[src/hdl/siopc_pkg.sv]
package siopc_pkg;

	// ----------------------------------------
	// register indices (byte address = 4 * index)
	// ----------------------------------------
	localparam logic [7:0] IDX_POLARITY = 8'h4D;
	localparam logic [7:0] IDX_TEACH = 8'h4F;
	localparam logic [7:0] IDX_PIN2 = 8'h50;
	localparam logic [7:0] IDX_PIN5 = 8'h51;
	localparam logic [7:0] IDX_PIN6 = 8'h52;
	localparam logic [7:0] IDX_PIN7 = 8'h53;
	localparam logic [7:0] IDX_STATUS = 8'h54;
	localparam int APB_AW = 12;
	localparam int NPIN = 4;

	// ----------------------------------------
	// field positions
	// ----------------------------------------
	localparam int TCH_STORE_POS = 16;
	localparam int TCH_SENS_LSB = 8;
	localparam int PIN_DIR_POS = 24;
	localparam int PIN_INV_POS = 16;
	localparam int PIN_IN_LSB = 8;
	localparam int PIN_OUT_LSB = 0;
	localparam int STAT_OE_LSB = 4;
	localparam int STAT_LVL_LSB = 16;

	// ----------------------------------------
	// encodings and reset values
	// ----------------------------------------
	localparam logic POL_SINK = 1'b0;
	localparam logic POL_SOURCE = 1'b1;
	localparam logic POL_RESET = POL_SOURCE;
	localparam logic STORE_NONVOL = 1'b0;
	localparam logic [1:0] SENS_HIGH_RES = 2'h0;
	localparam logic [1:0] SENS_MED_RES = 2'h1;
	localparam logic [1:0] SENS_LOW_RES = 2'h2;
	localparam logic DIR_OUT = 1'b0;
	localparam logic DIR_IN = 1'b1;
	localparam logic [1:0] IN_NONE = 2'h0;
	localparam logic [1:0] IN_TRIG = 2'h1;
	localparam logic [1:0] IN_TEACH = 2'h2;
	localparam logic [1:0] OUT_NONE = 2'h0;
	localparam logic [1:0] OUT_AREA = 2'h1;
	localparam logic [1:0] OUT_WARN = 2'h2;
	localparam logic [1:0] OUT_TRIG = 2'h3;

	typedef struct packed {
		logic dir;
		logic inv;
		logic [1:0] in_role;
		logic [1:0] out_role;
	} siopc_pin_s;

	typedef struct packed {
		logic vol;
		logic [1:0] sens;
	} siopc_teach_s;

	localparam siopc_pin_s PIN_RESET = '{DIR_OUT, 1'b0, IN_NONE, OUT_NONE};
	localparam siopc_teach_s TEACH_RESET = '{STORE_NONVOL, SENS_HIGH_RES};

	function automatic logic [31:0] pin_pack(siopc_pin_s p);
		logic [31:0] w;
		w = 32'h0;
		w[PIN_DIR_POS] = p.dir;
		w[PIN_INV_POS] = p.inv;
		w[PIN_IN_LSB +: 2] = p.in_role;
		w[PIN_OUT_LSB +: 2] = p.out_role;
		return w;
	endfunction

	function automatic siopc_pin_s pin_unpack(logic [31:0] w);
		return '{w[PIN_DIR_POS], w[PIN_INV_POS], w[PIN_IN_LSB +: 2], w[PIN_OUT_LSB +: 2]};
	endfunction

	// whole record must be in range; unused bits must be zero
	function automatic logic pin_word_ok(logic [31:0] w);
		return (pin_pack(pin_unpack(w)) == w) && (w[PIN_IN_LSB +: 2] <= IN_TEACH);
	endfunction

	function automatic logic [31:0] teach_pack(siopc_teach_s t);
		logic [31:0] w;
		w = 32'h0;
		w[TCH_STORE_POS] = t.vol;
		w[TCH_SENS_LSB +: 2] = t.sens;
		return w;
	endfunction

	function automatic logic teach_word_ok(logic [31:0] w);
		siopc_teach_s t;
		t = '{w[TCH_STORE_POS], w[TCH_SENS_LSB +: 2]};
		return (teach_pack(t) == w) && (t.sens <= SENS_LOW_RES);
	endfunction

endpackage

[src/hdl/siopc_top.sv]
// Chosen here: the APB register port.
`timescale 1ns/1ns
module siopc_top
	import siopc_pkg::*;
#(
	parameter bit SERIAL_VARIANT = 1'b1,
	parameter logic [7:0] LVL_HIGH_RES = 8'h40,
	parameter logic [7:0] LVL_MED_RES = 8'h80,
	parameter logic [7:0] LVL_LOW_RES = 8'hC0
)
(
	// clock, reset, enable
	input wire logic clk,
	input wire logic arst_n,
	input wire logic ce,
	// apb slave
	input wire logic [siopc_pkg::APB_AW-1:0] paddr,
	input wire logic psel,
	input wire logic penable,
	input wire logic pwrite,
	input wire logic [31:0] pwdata,
	input wire logic [3:0] pstrb,
	output logic [31:0] prdata,
	output logic pready,
	output logic pslverr,
	// switching pins 2,5,6,7
	input wire logic [siopc_pkg::NPIN-1:0] pin_in,
	output logic [siopc_pkg::NPIN-1:0] pin_out,
	output logic [siopc_pkg::NPIN-1:0] pin_oe,
	// evaluation sources
	input wire logic [siopc_pkg::NPIN-1:0] area_sw,
	input wire logic warn_in,
	input wire logic trig_src_in,
	// teach and trigger events
	output logic trig_go,
	output logic teach_go,
	output logic [7:0] teach_level,
	output logic teach_volatile
);
	import siopc_pkg::*;

	// ----------------------------------------
	// state
	// ----------------------------------------
	localparam logic [NPIN-1:0] PIN_EN = SERIAL_VARIANT ? 4'hF : 4'h3;

	logic pol_reg;
	siopc_teach_s teach_reg;
	siopc_pin_s [NPIN-1:0] pin_reg;
	logic [31:0] prdata_reg;
	logic pready_reg;
	logic pslverr_reg;
	logic [NPIN-1:0] pin_out_reg;
	logic [NPIN-1:0] pin_oe_reg;
	logic [NPIN-1:0] in_prev_reg;
	logic trig_go_reg;
	logic teach_go_reg;
	logic [7:0] level_reg;
	logic vol_reg;

	logic [7:0] sel;
	logic [1:0] pin_idx;
	logic acc_err;
	logic [31:0] rd_word;
	logic wr_go;
	logic [NPIN-1:0] in_act;
	logic [NPIN-1:0] out_src;
	logic [NPIN-1:0] drive;
	logic [NPIN-1:0] trig_edge;
	logic [NPIN-1:0] teach_edge;

	// higher reserve means a less sensitive threshold
	function automatic logic [7:0] sens_level(logic [1:0] s);
		unique case (s)
			SENS_MED_RES: return LVL_MED_RES;
			SENS_LOW_RES: return LVL_LOW_RES;
			default: return LVL_HIGH_RES;
		endcase
	endfunction

	// ----------------------------------------
	// apb decode
	// ----------------------------------------
	assign sel = paddr[9:2];
	assign pin_idx = 2'(sel - IDX_PIN2);

	always_comb
	begin
		acc_err = 1'b0;
		rd_word = 32'h0;
		unique case (sel)
			IDX_POLARITY:
			begin
				acc_err = pwrite && (!pstrb[0] || pwdata[7:1] != 7'h0);
				rd_word = {31'h0, pol_reg};
			end
			IDX_TEACH:
			begin
				acc_err = pwrite && (pstrb != 4'hF || !teach_word_ok(pwdata));
				rd_word = teach_pack(teach_reg);
			end
			IDX_PIN2, IDX_PIN5, IDX_PIN6, IDX_PIN7:
			begin
				acc_err = !PIN_EN[pin_idx] ||
					(pwrite && (pstrb != 4'hF || !pin_word_ok(pwdata)));
				rd_word = PIN_EN[pin_idx] ? pin_pack(pin_reg[pin_idx]) : 32'h0;
			end
			IDX_STATUS:
			begin
				acc_err = pwrite;
				rd_word = {8'h0, level_reg, 8'h0, pin_oe_reg, in_prev_reg};
			end
			default:
				acc_err = 1'b1;
		endcase
		if (paddr[1:0] != 2'h0 || paddr[APB_AW-1:10] != 2'h0)
		begin
			acc_err = 1'b1;
			rd_word = 32'h0;
		end
	end

	// answer is prepared in the setup cycle, so the access phase never waits
	always_ff @(posedge clk or negedge arst_n)
	begin
		if (!arst_n)
		begin
			pready_reg <= 1'b0;
			pslverr_reg <= 1'b0;
			prdata_reg <= 32'h0;
		end
		else if (ce)
		begin
			pready_reg <= psel && !penable;
			pslverr_reg <= psel && !penable && acc_err;
			prdata_reg <= (psel && !penable && !pwrite) ? rd_word : 32'h0;
		end
	end

	assign wr_go = ce && psel && penable && pready_reg && pwrite && !pslverr_reg;

	// ----------------------------------------
	// configuration registers
	// ----------------------------------------
	always_ff @(posedge clk or negedge arst_n)
	begin
		if (!arst_n)
			pol_reg <= POL_RESET;
		else if (wr_go && sel == IDX_POLARITY)
			pol_reg <= pwdata[0];
	end

	always_ff @(posedge clk or negedge arst_n)
	begin
		if (!arst_n)
			teach_reg <= TEACH_RESET;
		else if (wr_go && sel == IDX_TEACH)
			teach_reg <= '{pwdata[TCH_STORE_POS], pwdata[TCH_SENS_LSB +: 2]};
	end

	always_ff @(posedge clk or negedge arst_n)
	begin
		if (!arst_n)
			pin_reg <= {NPIN{PIN_RESET}};
		else if (wr_go && sel >= IDX_PIN2 && sel <= IDX_PIN7)
			pin_reg[pin_idx] <= pin_unpack(pwdata);
	end

	// ----------------------------------------
	// pin behaviour
	// ----------------------------------------
	always_comb
	begin
		for (int i = 0; i < NPIN; i++)
		begin
			// sinking inputs are active when pulled low
			in_act[i] = (pin_in[i] == pol_reg) ^ pin_reg[i].inv;
			unique case (pin_reg[i].out_role)
				OUT_AREA: out_src[i] = area_sw[i];
				OUT_WARN: out_src[i] = warn_in;
				OUT_TRIG: out_src[i] = trig_src_in;
				default: out_src[i] = 1'b0;
			endcase
			drive[i] = PIN_EN[i] && pin_reg[i].dir == DIR_OUT &&
				pin_reg[i].out_role != OUT_NONE && (out_src[i] ^ pin_reg[i].inv);
			trig_edge[i] = PIN_EN[i] && pin_reg[i].dir == DIR_IN &&
				pin_reg[i].in_role == IN_TRIG && in_act[i] && !in_prev_reg[i];
			teach_edge[i] = PIN_EN[i] && pin_reg[i].dir == DIR_IN &&
				pin_reg[i].in_role == IN_TEACH && in_act[i] && !in_prev_reg[i];
		end
	end

	// open-collector style: the active level is driven, the idle level is released
	always_ff @(posedge clk or negedge arst_n)
	begin
		if (!arst_n)
		begin
			pin_out_reg <= {NPIN{POL_RESET}};
			pin_oe_reg <= '0;
			in_prev_reg <= '0;
		end
		else if (ce)
		begin
			pin_out_reg <= {NPIN{pol_reg}};
			pin_oe_reg <= drive;
			in_prev_reg <= in_act & PIN_EN;
		end
	end

	// ----------------------------------------
	// teach and trigger events
	// ----------------------------------------
	always_ff @(posedge clk or negedge arst_n)
	begin
		if (!arst_n)
		begin
			trig_go_reg <= 1'b0;
			teach_go_reg <= 1'b0;
			level_reg <= LVL_HIGH_RES;
			vol_reg <= STORE_NONVOL;
		end
		else if (ce)
		begin
			trig_go_reg <= |trig_edge;
			teach_go_reg <= |teach_edge;
			vol_reg <= teach_reg.vol;
			if (|teach_edge)
				level_reg <= sens_level(teach_reg.sens);
		end
	end

	assign prdata = prdata_reg;
	assign pready = pready_reg;
	assign pslverr = pslverr_reg;
	assign pin_out = pin_out_reg;
	assign pin_oe = pin_oe_reg;
	assign trig_go = trig_go_reg;
	assign teach_go = teach_go_reg;
	assign teach_level = level_reg;
	assign teach_volatile = vol_reg;
endmodule

[config.mk]
export PLATFORM = sky130hd
export DESIGN_NAME = siopc_top
export DESIGN_NICKNAME = d
export VERILOG_FILES = /design/src/hdl/siopc_pkg.sv /design/src/hdl/siopc_top.sv
export SDC_FILE = /design/constraint.sdc
export NUM_CORES = 1
export LEC_CHECK = 0
export ABC_AREA = 1
export CAP_MARGIN = 5
export CELL_PAD_IN_SITES_DETAIL_PLACEMENT = 1
export CELL_PAD_IN_SITES_GLOBAL_PLACEMENT = 1
export CORE_MARGIN = 2
export CORE_UTILIZATION = 46
export CTS_BUF_LIST = sky130_fd_sc_hd__clkbuf_4 sky130_fd_sc_hd__clkbuf_8
export DETAILED_ROUTE_END_ITERATION = 8
export DONT_BUFFER_PORTS = 1
export PLACE_DENSITY = 0.81
export SLEW_MARGIN = 20
export SYNTH_ARGS = -nofsm -noshare
export SYNTH_HDL_FRONTEND = slang
export SYNTH_SLANG_ARGS = --single-unit
[constraint.sdc]
create_clock -name clk -period 1.7 [get_ports clk]
set_input_delay 0 -clock clk [delete_from_list [all_inputs] [get_ports clk]]
set_output_delay 0 -clock clk [all_outputs]
set_load 0.01 [all_outputs]
==> results of run 1 <==
cells in the mapped netlist (2+ instances only):
cell type  count
nand4_1        8
inv_1         57
nor4_1         2
nor3_1         5
a31oi_1        2
a32o_1         8
buf_2          5
a22oi_1        5
o21ai_0       14
o22ai_1        5
dfstp_2        3
buf_4         27
o21ai_1       24
nand3_1       14
xor2_1         8
xnor2_1        4
a21oi_1        9
nand2_1      120
o211ai_1       2
dfrtp_1       55
o311ai_0       2
clkinv_1       2
clkbuf_1       4
or2_2          2
nand3b_1       2
nor2_1        35
and2_1         2
final cells by class:
class / count / share of cell area, %
multi-input combinational: 304 / 40.15
clock buffer: 14 / 4.659
tap: 96 / 3.106
clock inverter: 2 / 0.2588
timing repair buffer: 33 / 8.476
inverter: 59 / 5.726
sequential: 58 / 37.63
timing repair:
| item | CTS | global route |
|---|---|---|
| hold buffers | 19 | 0 |
| gates cloned | 0 | 0 |
| setup endpoints to repair | 3 | 31 |
| buffers inserted | 0 | 3 |
| pin swaps | 0 | 9 |
| resized for setup | 1 | 19 |
| endpoints found under the hold margin | 98 | 0 |
through the flow:
step | total power, W | TNS [ns] | setup slack, ns | hold slack (ns) | instances
finish | 0.002961 | 0 | 0.02950 | 0.01522 | 566
global route | 0.003092 | -0.2872 | -0.04594 | 0.03199 | 566
CTS | 0.002964 | 0 | 0.01180 | 0.01130 | 563
detailed placement | 0.001685 | 0 | 0.002103 | -0.2944 | 528
global placement | 0.001675 | 0 | 0.04382 | -0.2941 | 528
floorplan | 0.001663 | 0 | 0.1754 | -0.2956 | 457
worst max-delay path: stages, from the launching register on:
cell     delay, ns
dfstp_2       0.68
xnor2_2       0.16
xor2_1        0.25
nand3_1       0.16
nand2_1       0.11
o21ai_2       0.08
nand2_1       0.09
nand2_1       0.05
cells by family (layout without fill, tap and decap cells):
kind of cell | count (synthesis) | in the layout | share of synthesized area [%]
flops | 58 | 58 | 43.90
other cells | 1 | 24 | 0.1131
fa+ha+maj | 1 | 1 | 0.3774
buf+inv | 95 | 108 | 14.01
simple gates | 193 | 193 | 24.73
xor+xnor | 12 | 12 | 3.171
compound gates | 74 | 74 | 13.70
layout by cell type, fill, tap and decap left out, types with 3 or more instances in the layout:
master         instances
nand2_1              115
nand2_2                6
nor2_1                35
o22ai_1                5
clkbuf_8              12
nor3_1                 3
xor2_1                 7
a21oi_1                9
conb_1                24
buf_4                 10
o21ai_1               23
dfrtp_1               55
nand3_1               13
xnor2_2                3
nand4_1                8
o21ai_0               13
a22oi_1                5
inv_1                 57
a32o_1                 8
buf_6                  4
dfstp_2                3
dlygate4sd3_1         18
power by group:
| part | leakage, nW | internal (W) | total, W | switching, W |
|---|---|---|---|---|
| Sequential | 0.787 | 0.00141 | 0.00145 | 0.0000384 |
| Clock | 0.103 | 0.000677 | 0.00121 | 0.000537 |
| Combinational | 1.04 | 0.000107 | 0.000297 | 0.000190 |
path summary, 6_finish.rpt:
kind	from	to	slack, ns
setup / recovery	pol_reg	teach_level[7]	0.03
hold / removal	paddr[0]	prdata[24]	0.02
setup reg to reg	pol_reg	teach_level[7]	0.03
hold reg to reg	teach_level[6]	teach_level[6]	0.54
max in group asynchronous	arst_n	pol_reg	1.19
min in group asynchronous	arst_n	trig_go	0.21
per-layer routing:
metal,vias to the layer above,wire length (microns)
met3,16,552
met5,-,0
met1,1453,4121
met2,106,5023
met4,0,161
li1,1418,-
==> key figures, run 1 <==
Power
  – Pwr dens: 765.5 nW/um^2
  – Worst vdd ir: 0.3990 mV
  – P_leak: 1.934 nW

Critical path
  – Critical path class: reg -> reg
  – FF-to-FF path depth: 7
  – Worst Path Arrival: 1.91 ns
  – Critical Path Fanout Max: 6
  – Critical Path RT: 1.94 ns
  – Crit start category: register
  – Critical Path End Type: register

Route
  – Via count: 2,993
  – Final WL: 9858 microns
  – Vias/cell: 5.288
  – Drt drc: 0
  – DRT antenna net count: 0
  – Avg WL per Cell: 17.42 microns
  – Initial DRC Count: 155
  – First drt pass iteration count: 5

STA
  – Crit path time final: 1.671 ns
  – RSZ-0062 raised after global routing: true
  – Setup violators final: 0
  – Max-slew violations: 0
  – Highest clock rate: 598.6 MHz
  – Period utilization: 98.26%
  – Worst-margin pin slew: 0.5749 ns
  – Final Hold Viols: 0
  – Worst slew margin: 61.63%
  – Setup Skew: 0.007574 ns

Clock network
  – Reg clk slew, reported paths: 0.07 ns
  – Root buffer cell: clkbuf_8
  – Clock tree sinks: 58
  – CTS H-tree lvls: 3
  – Clock Latency Late Sink: 0.34 ns
  – Clk buf depth: 2
  – TritonCTS Buffers: 9
  – CTS tree: built

Layout
  – Share of cells above drive strength 1: 11.28%
  – Multi-input combinational cell area: 1553 sq um
  – Finished Cell Area: 3867 sq um
  – Utilization after layout: 56.30%
  – Ant diodes: 0
  – Sequential Area: 1455 sq um
  – Max reg flops: 24
  – Area Growth Syn to Fin: 16.69%
  – Layout Nets: 530
  – Number of fill cells: 871

Floorplanning
  – Core ar.: 6869 sq um
  – IO Count: 117
  – Die Ht: 88.89 microns
  – Num rows: 30
  – Die Area: 7901 sq um
  – Die width: 88.89 microns
  – Initial Util: 48.25%

Yosys
  – Post-Syn Area: 3314 sq um
  – Synth Register Bits: 58
  – Top post-synthesis cells by area: dfrtp_1 42%, nand2_1 14%, inv_1 6.5%
  – Share of the synthesized area in the top cell type: 41.53%
  – Ys flop type: dfrtp_1
  – Synth area leader: dfrtp_1
  – Distinct cell type count after synthesis: 35
  – Sequential area share after synthesis: 43.90%
  – Synth warnings: 0
  – Async set or reset register ratio after synthesis: 100.0%
  – Post-Syn Instances: 434
  – Number of flops mapped to enable cells by yosys: 0
  – Avg Cell Area, Syn: 7.637 sq um

Placed design
  – Routability cong.: 0.8825
  – Input/output buffers: 0
  – DP HPWL: 7049 microns
  – Cell Area, Placed: 3361 sq um

Global route
  – Gr busiest metal: met2
  – GR Util met3: 6.437%
  – Largest net degree at the start of global routing: 59
  – GR Layer Usage met2: 44.91%
  – Grt total ovfl: 0
  – Met1 Use GR: 32.31%
  – Initial antenna violation count: 0
  – First-pass GRT wire length: 15,300 microns
  – Number of global-route vias before repair: 3,066
  – Tot GR Track Use: 26.24%

Status
  – Status: finished clean

Worst hold path
  – Hold WC Path Type: in -> reg
  – WHS Path Cells: 5

Run
  – Max-Cap Viols: 0
Power figures use the tool's default switching activity.
==> inputs of run 2 (changes only) <==
--- a/config.mk
+++ b/config.mk
@@ -5,16 +5,17 @@
 export SDC_FILE = /design/constraint.sdc
 export NUM_CORES = 1
 export LEC_CHECK = 0
-export ABC_AREA = 1
+export ABC_AREA = 0
 export CAP_MARGIN = 5
 export CELL_PAD_IN_SITES_DETAIL_PLACEMENT = 1
 export CELL_PAD_IN_SITES_GLOBAL_PLACEMENT = 1
 export CORE_MARGIN = 2
-export CORE_UTILIZATION = 46
+export CORE_UTILIZATION = 51
 export CTS_BUF_LIST = sky130_fd_sc_hd__clkbuf_4 sky130_fd_sc_hd__clkbuf_8
 export DETAILED_ROUTE_END_ITERATION = 8
 export DONT_BUFFER_PORTS = 1
-export PLACE_DENSITY = 0.81
+export PLACE_DENSITY = 0.82
+export RECOVER_POWER = 100
 export SLEW_MARGIN = 20
 export SYNTH_ARGS = -nofsm -noshare
 export SYNTH_HDL_FRONTEND = slang
==> constraint.sdc (replaced) <==
create_clock -name clk -period 1.7 [get_ports clk]
set_input_delay 0.34 -clock clk [delete_from_list [all_inputs] [get_ports clk]]
set_output_delay 0.34 -clock clk [all_outputs]
set_load 0.01 [all_outputs]
==> run 2 against run 1 <==
The run now ends with negative setup slack left. Sequential share of layout area is 1.2 points higher. Register-to-register slack worse by 0.19 ns. Critical endpoint unchanged. Power is 0.52% lower. Final area is 3.0% lower. Clock power is 12% higher.
==> key figures, run 2 <==
STA
  – Crit path time final: 1.860 ns (was 1.671 ns)
  – Max-slew violations: 0 (unchanged)
  – Highest clock rate: 537.6 MHz (was 598.6 MHz)
  – Setup violators final: 4 (was 0)
  – Period utilization: 109.4% (was 98.26%)
  – Final Hold Viols: 0 (unchanged)
  – Final worst setup slack: -0.1600 ns (was 0.02950 ns)
  – Setup Skew: 0.007917 ns (was 0.007574 ns)
  – Fin Setup TNS: -0.3999 ns (was 0 ns)
  – Worst slew margin: 46.07% (was 61.63%)
  – Worst-margin pin slew: 0.8089 ns (was 0.5749 ns)
  – RSZ-0062 raised after global routing: true (unchanged)

Yosys
  – Sequential area share after synthesis: 44.04% (was 43.90%)
  – Synth warnings: 0 (unchanged)
  – Distinct cell type count after synthesis: 51 (was 35)
  – Synth Area in Adders: 0.3786% (was 0.3775%)
  – Synth area leader: dfrtp_1 (unchanged)
  – Most frequent cell after synthesis: dfrtp_1 (was nand2_1)
  – Async set or reset register ratio after synthesis: 100.0% (unchanged)
  – Top post-synthesis cells by count: 55 x dfrtp_1, 29 x mux2_2, 28 x buf_4, 15 x a22o_1, 14 x nand2_1 (was 120 x nand2_1, 57 x inv_1, 55 x dfrtp_1, 35 x nor2_1, 27 x buf_4)
  – Avg Cell Area, Syn: 12.19 sq um (was 7.637 sq um)
  – Largest family of logic cells by synthesized area: multiplexers (was simple AND/OR/NAND/NOR gates)
  – Post-Syn Instances: 271 (was 434)
  – Ys flop type: dfrtp_1 (unchanged)
  – Top post-synthesis cells by area: dfrtp_1 42%, mux2_2 9.9%, buf_4 6.4% (was dfrtp_1 42%, nand2_1 14%, inv_1 6.5%)
  – Synth Register Bits: 58 (unchanged)
  – Complex-gate fraction of the synthesized area: 9.163% (was 13.70%)
  – Post-synthesis simple-gate area fraction: 16.02% (was 24.73%)
  – Mux cell area share after synthesis: 17.11% (was 0%)
  – Post-Syn Area: 3304 sq um (was 3314 sq um)
  – Xor/xnor cell area share of the yosys netlist: 4.051% (was 3.171%)
  – Share of the synthesized area in the top cell type: 41.65% (was 41.53%)
  – Number of flops mapped to enable cells by yosys: 0 (unchanged)

Floorplanning
  – IO Count: 117 (unchanged)
  – Num rows: 29 (was 30)
  – Die Area: 7139 sq um (was 7901 sq um)
  – Initial Util: 52.34% (was 48.25%)
  – Core ar.: 6314 sq um (was 6869 sq um)
  – Die width: 84.50 microns (was 88.89 microns)
  – Die Ht: 84.50 microns (was 88.89 microns)

Layout
  – Area Growth Syn to Fin: 13.52% (was 16.69%)
  – Layout Nets: 365 (was 530)
  – Commonest non-fill, non-tap cells in the layout: 55 x dfrtp_1, 29 x mux2_2, 24 x conb_1, 24 x buf_4, 15 x a22o_1 (was 115 x nand2_1, 57 x inv_1, 55 x dfrtp_1)
  – Post-route insts no fill: 382 (was 566)
  – Commonest non-fill, non-tap cell in the layout: dfrtp_1 (was nand2_1)
  – Share of cells above drive strength 1: 34.10% (was 11.28%)
  – Number of fill cells: 659 (was 871)
  – Utilization after layout: 59.41% (was 56.30%)
  – Max reg flops: 24 (unchanged)
  – Ant diodes: 0 (unchanged)

Clock network
  – Clk buf depth: 2 (unchanged)
  – Reg clk slew, reported paths: 0.07 ns (about the same)
  – CTS H-tree lvls: 3 (unchanged)
  – Clock Latency Late Sink: 0.34 ns (about the same)
  – Clock tree sinks: 58 (unchanged)
  – Root buffer cell: clkbuf_8 (unchanged)
  – CTS tree: built (unchanged)
  – TritonCTS Buffers: 9 (unchanged)

Power
  – Comb power frac: 5.7% (was 10.0%)
  – Worst vdd ir: 0.4530 mV (was 0.3990 mV)
  – Clock share of power: 46.2% (was 41.0%)
  – P_leak: 1.738 nW (was 1.934 nW)
  – Part of the power in registers: 48.1% (was 49.0%)
  – Pwr dens: 785.1 nW/um^2 (was 765.5 nW/um^2)
  – Switching portion of total power: 23.48% (was 25.87%)
  – P_int: 0.002254 W (was 0.002195 W)
  – NetSw: 0.0006914 W (was 0.0007659 W)

Critical path
  – CP bufs+invs: 0 (unchanged)
  – Critical path class: reg -> reg (unchanged)
  – Largest stage delay on the critical path: 0.64 ns (was 0.68 ns)
  – Crit start category: register (unchanged)
  – Slowest CP cell: dfstp_2 (unchanged)
  – CP top delay family: flip-flops (unchanged)
  – Critical Path RT: 1.94 ns (about the same)
  – Critical Path, Cell by Cell: xor3_2 -> nor4b_2 -> o41ai_4 -> mux2i_1 (was xnor2_2 -> xor2_1 -> nand3_1 -> nand2_1 -> o21ai_2 -> nand2_1 -> nand2_1)
  – Worst Path Arrival: 2.10 ns (was 1.91 ns)
  – Critical Path Fanout Max: 7 (was 6)
  – Critical Path End Type: register (unchanged)

Run
  – Max-Cap Viols: 0 (unchanged)

Route
  – Avg WL per Cell: 25.55 microns (was 17.42 microns)
  – First drt pass iteration count: 4 (was 5)
  – Vias/cell: 6.312 (was 5.288)
  – DRT antenna net count: 0 (unchanged)
  – Drt drc: 0 (unchanged)
  – Final WL: 9760 microns (was 9858 microns)
  – Via count: 2,411 (was 2,993)
  – Initial DRC Count: 93 (was 155)

Placed design
  – Routability cong.: 0.9586 (was 0.8825)
  – DP Cell Count: 363 (was 528)
  – Input/output buffers: 0 (unchanged)
  – Pre-CTS setup slack: -0.1420 ns (was 0.002103 ns)
  – DP HPWL: 6614 microns (was 7049 microns)

Global route
  – Largest net degree at the start of global routing: 59 (unchanged)
  – First-pass GRT wire length: 14,880 microns (was 15,300 microns)
  – Tot GR Track Use: 27.75% (was 26.24%)
  – Number of global-route vias before repair: 2,648 (was 3,066)
  – Grt total ovfl: 0 (unchanged)
  – Initial antenna violation count: 0 (unchanged)

Status
  – Status: finished, violations left (was finished clean)
  – Failing checks: negative setup slack

Worst hold path
  – Hold WC Path Type: in -> reg (unchanged)
-- run 2: cell count changes in the layout (fill, tap and decap cells not counted), moves of 8 or more --
cell and change:
a22o_1 +15, a32o_1 -8, buf_4 +14, dlygate4sd3_1 -17, inv_1 -46, mux2_2 +29
mux2i_1 +10, nand2_1 -101, nand3_1 -11, nor2_1 -24, o21ai_0 -9, o21ai_1 -23
-- run 2: cell families after synthesis --
kind of cell / after synthesis
other: 1
and+or+nand+nor: 75
xor gates and xnor gates: 8
DFF: 58
AOI/OAI and AO/OA: 37
muxes: 45
adders and majority gates: 1
buffers and inverters: 46
-- run 2: metrics by stage --
stage	total power [W]	hold WS (ns)	cell area, sq um
6_report	0.002945	0.08812	3751
5_1_grt	0.003040	0.06905	3751
4_1_cts	0.002969	0.07286	3734
3_5_place_dp	0.001565	0.04533	3442
3_3_place_gp	0.001557	0.04580	3442
2_1_floorplan	0.001587	0.04441	3391
-- run 2: metal layers --
metal / up-vias / wire length [microns] / global-route usage [%]
met4: 0 / 357 / 14.14
met1: 1229 / 3853 / 34.78
met5: - / 0 / 0
li1: 1026 / - / -
met2: 127 / 4865 / 45.24
met3: 29 / 684 / 6.195
-- run 2: timing repair --
action,in CTS,in global routing
setup buffers,0,1
pin swaps,5,4
endpoints found under the setup margin,4,10
hold endpoints to repair,58,0
gates resized for setup,6,7
hold buffers,2,0
-- run 2: worst paths after layout --
path / startpoint / endpoint / slack [ns] / depth (start not counted)
worst min-delay path: ce / in_prev_reg[0] / 0.09 / 1
worst max-delay path: pol_reg / teach_level[7] / -0.16 / 4
min in group asynchronous: arst_n / pin_reg[13] / 0.65 / 2
worst max register to register: pol_reg / teach_level[7] / -0.16 / 4
max in group asynchronous: arst_n / pin_reg[5] / 0.53 / 2
worst min register to register: teach_level[6] / teach_level[6] / 0.53 / 2
-- run 2: cell type report --
cell class	count	area, sq um	area share, %
clock inverters	4	48.80	1.301
well taps	77	96.34	2.568
flip-flops and latches	58	1455	38.79
multi-input cells	190	1708	45.53
repair buffers	30	236.5	6.304
inverters	11	41.29	1.101
clock buffers	12	165.2	4.403
-- run 2: power groups by stage --
stage,sequential [W],clock (W),combinational (W)
finish,0.00142,0.00136,0.000169
global route,0.00142,0.00144,0.000183
CTS,0.00142,0.00138,0.000170
detailed placement,0.00144,0,0.000124
global placement,0.00144,0,0.000118
floorplan,0.00143,0,0.000153
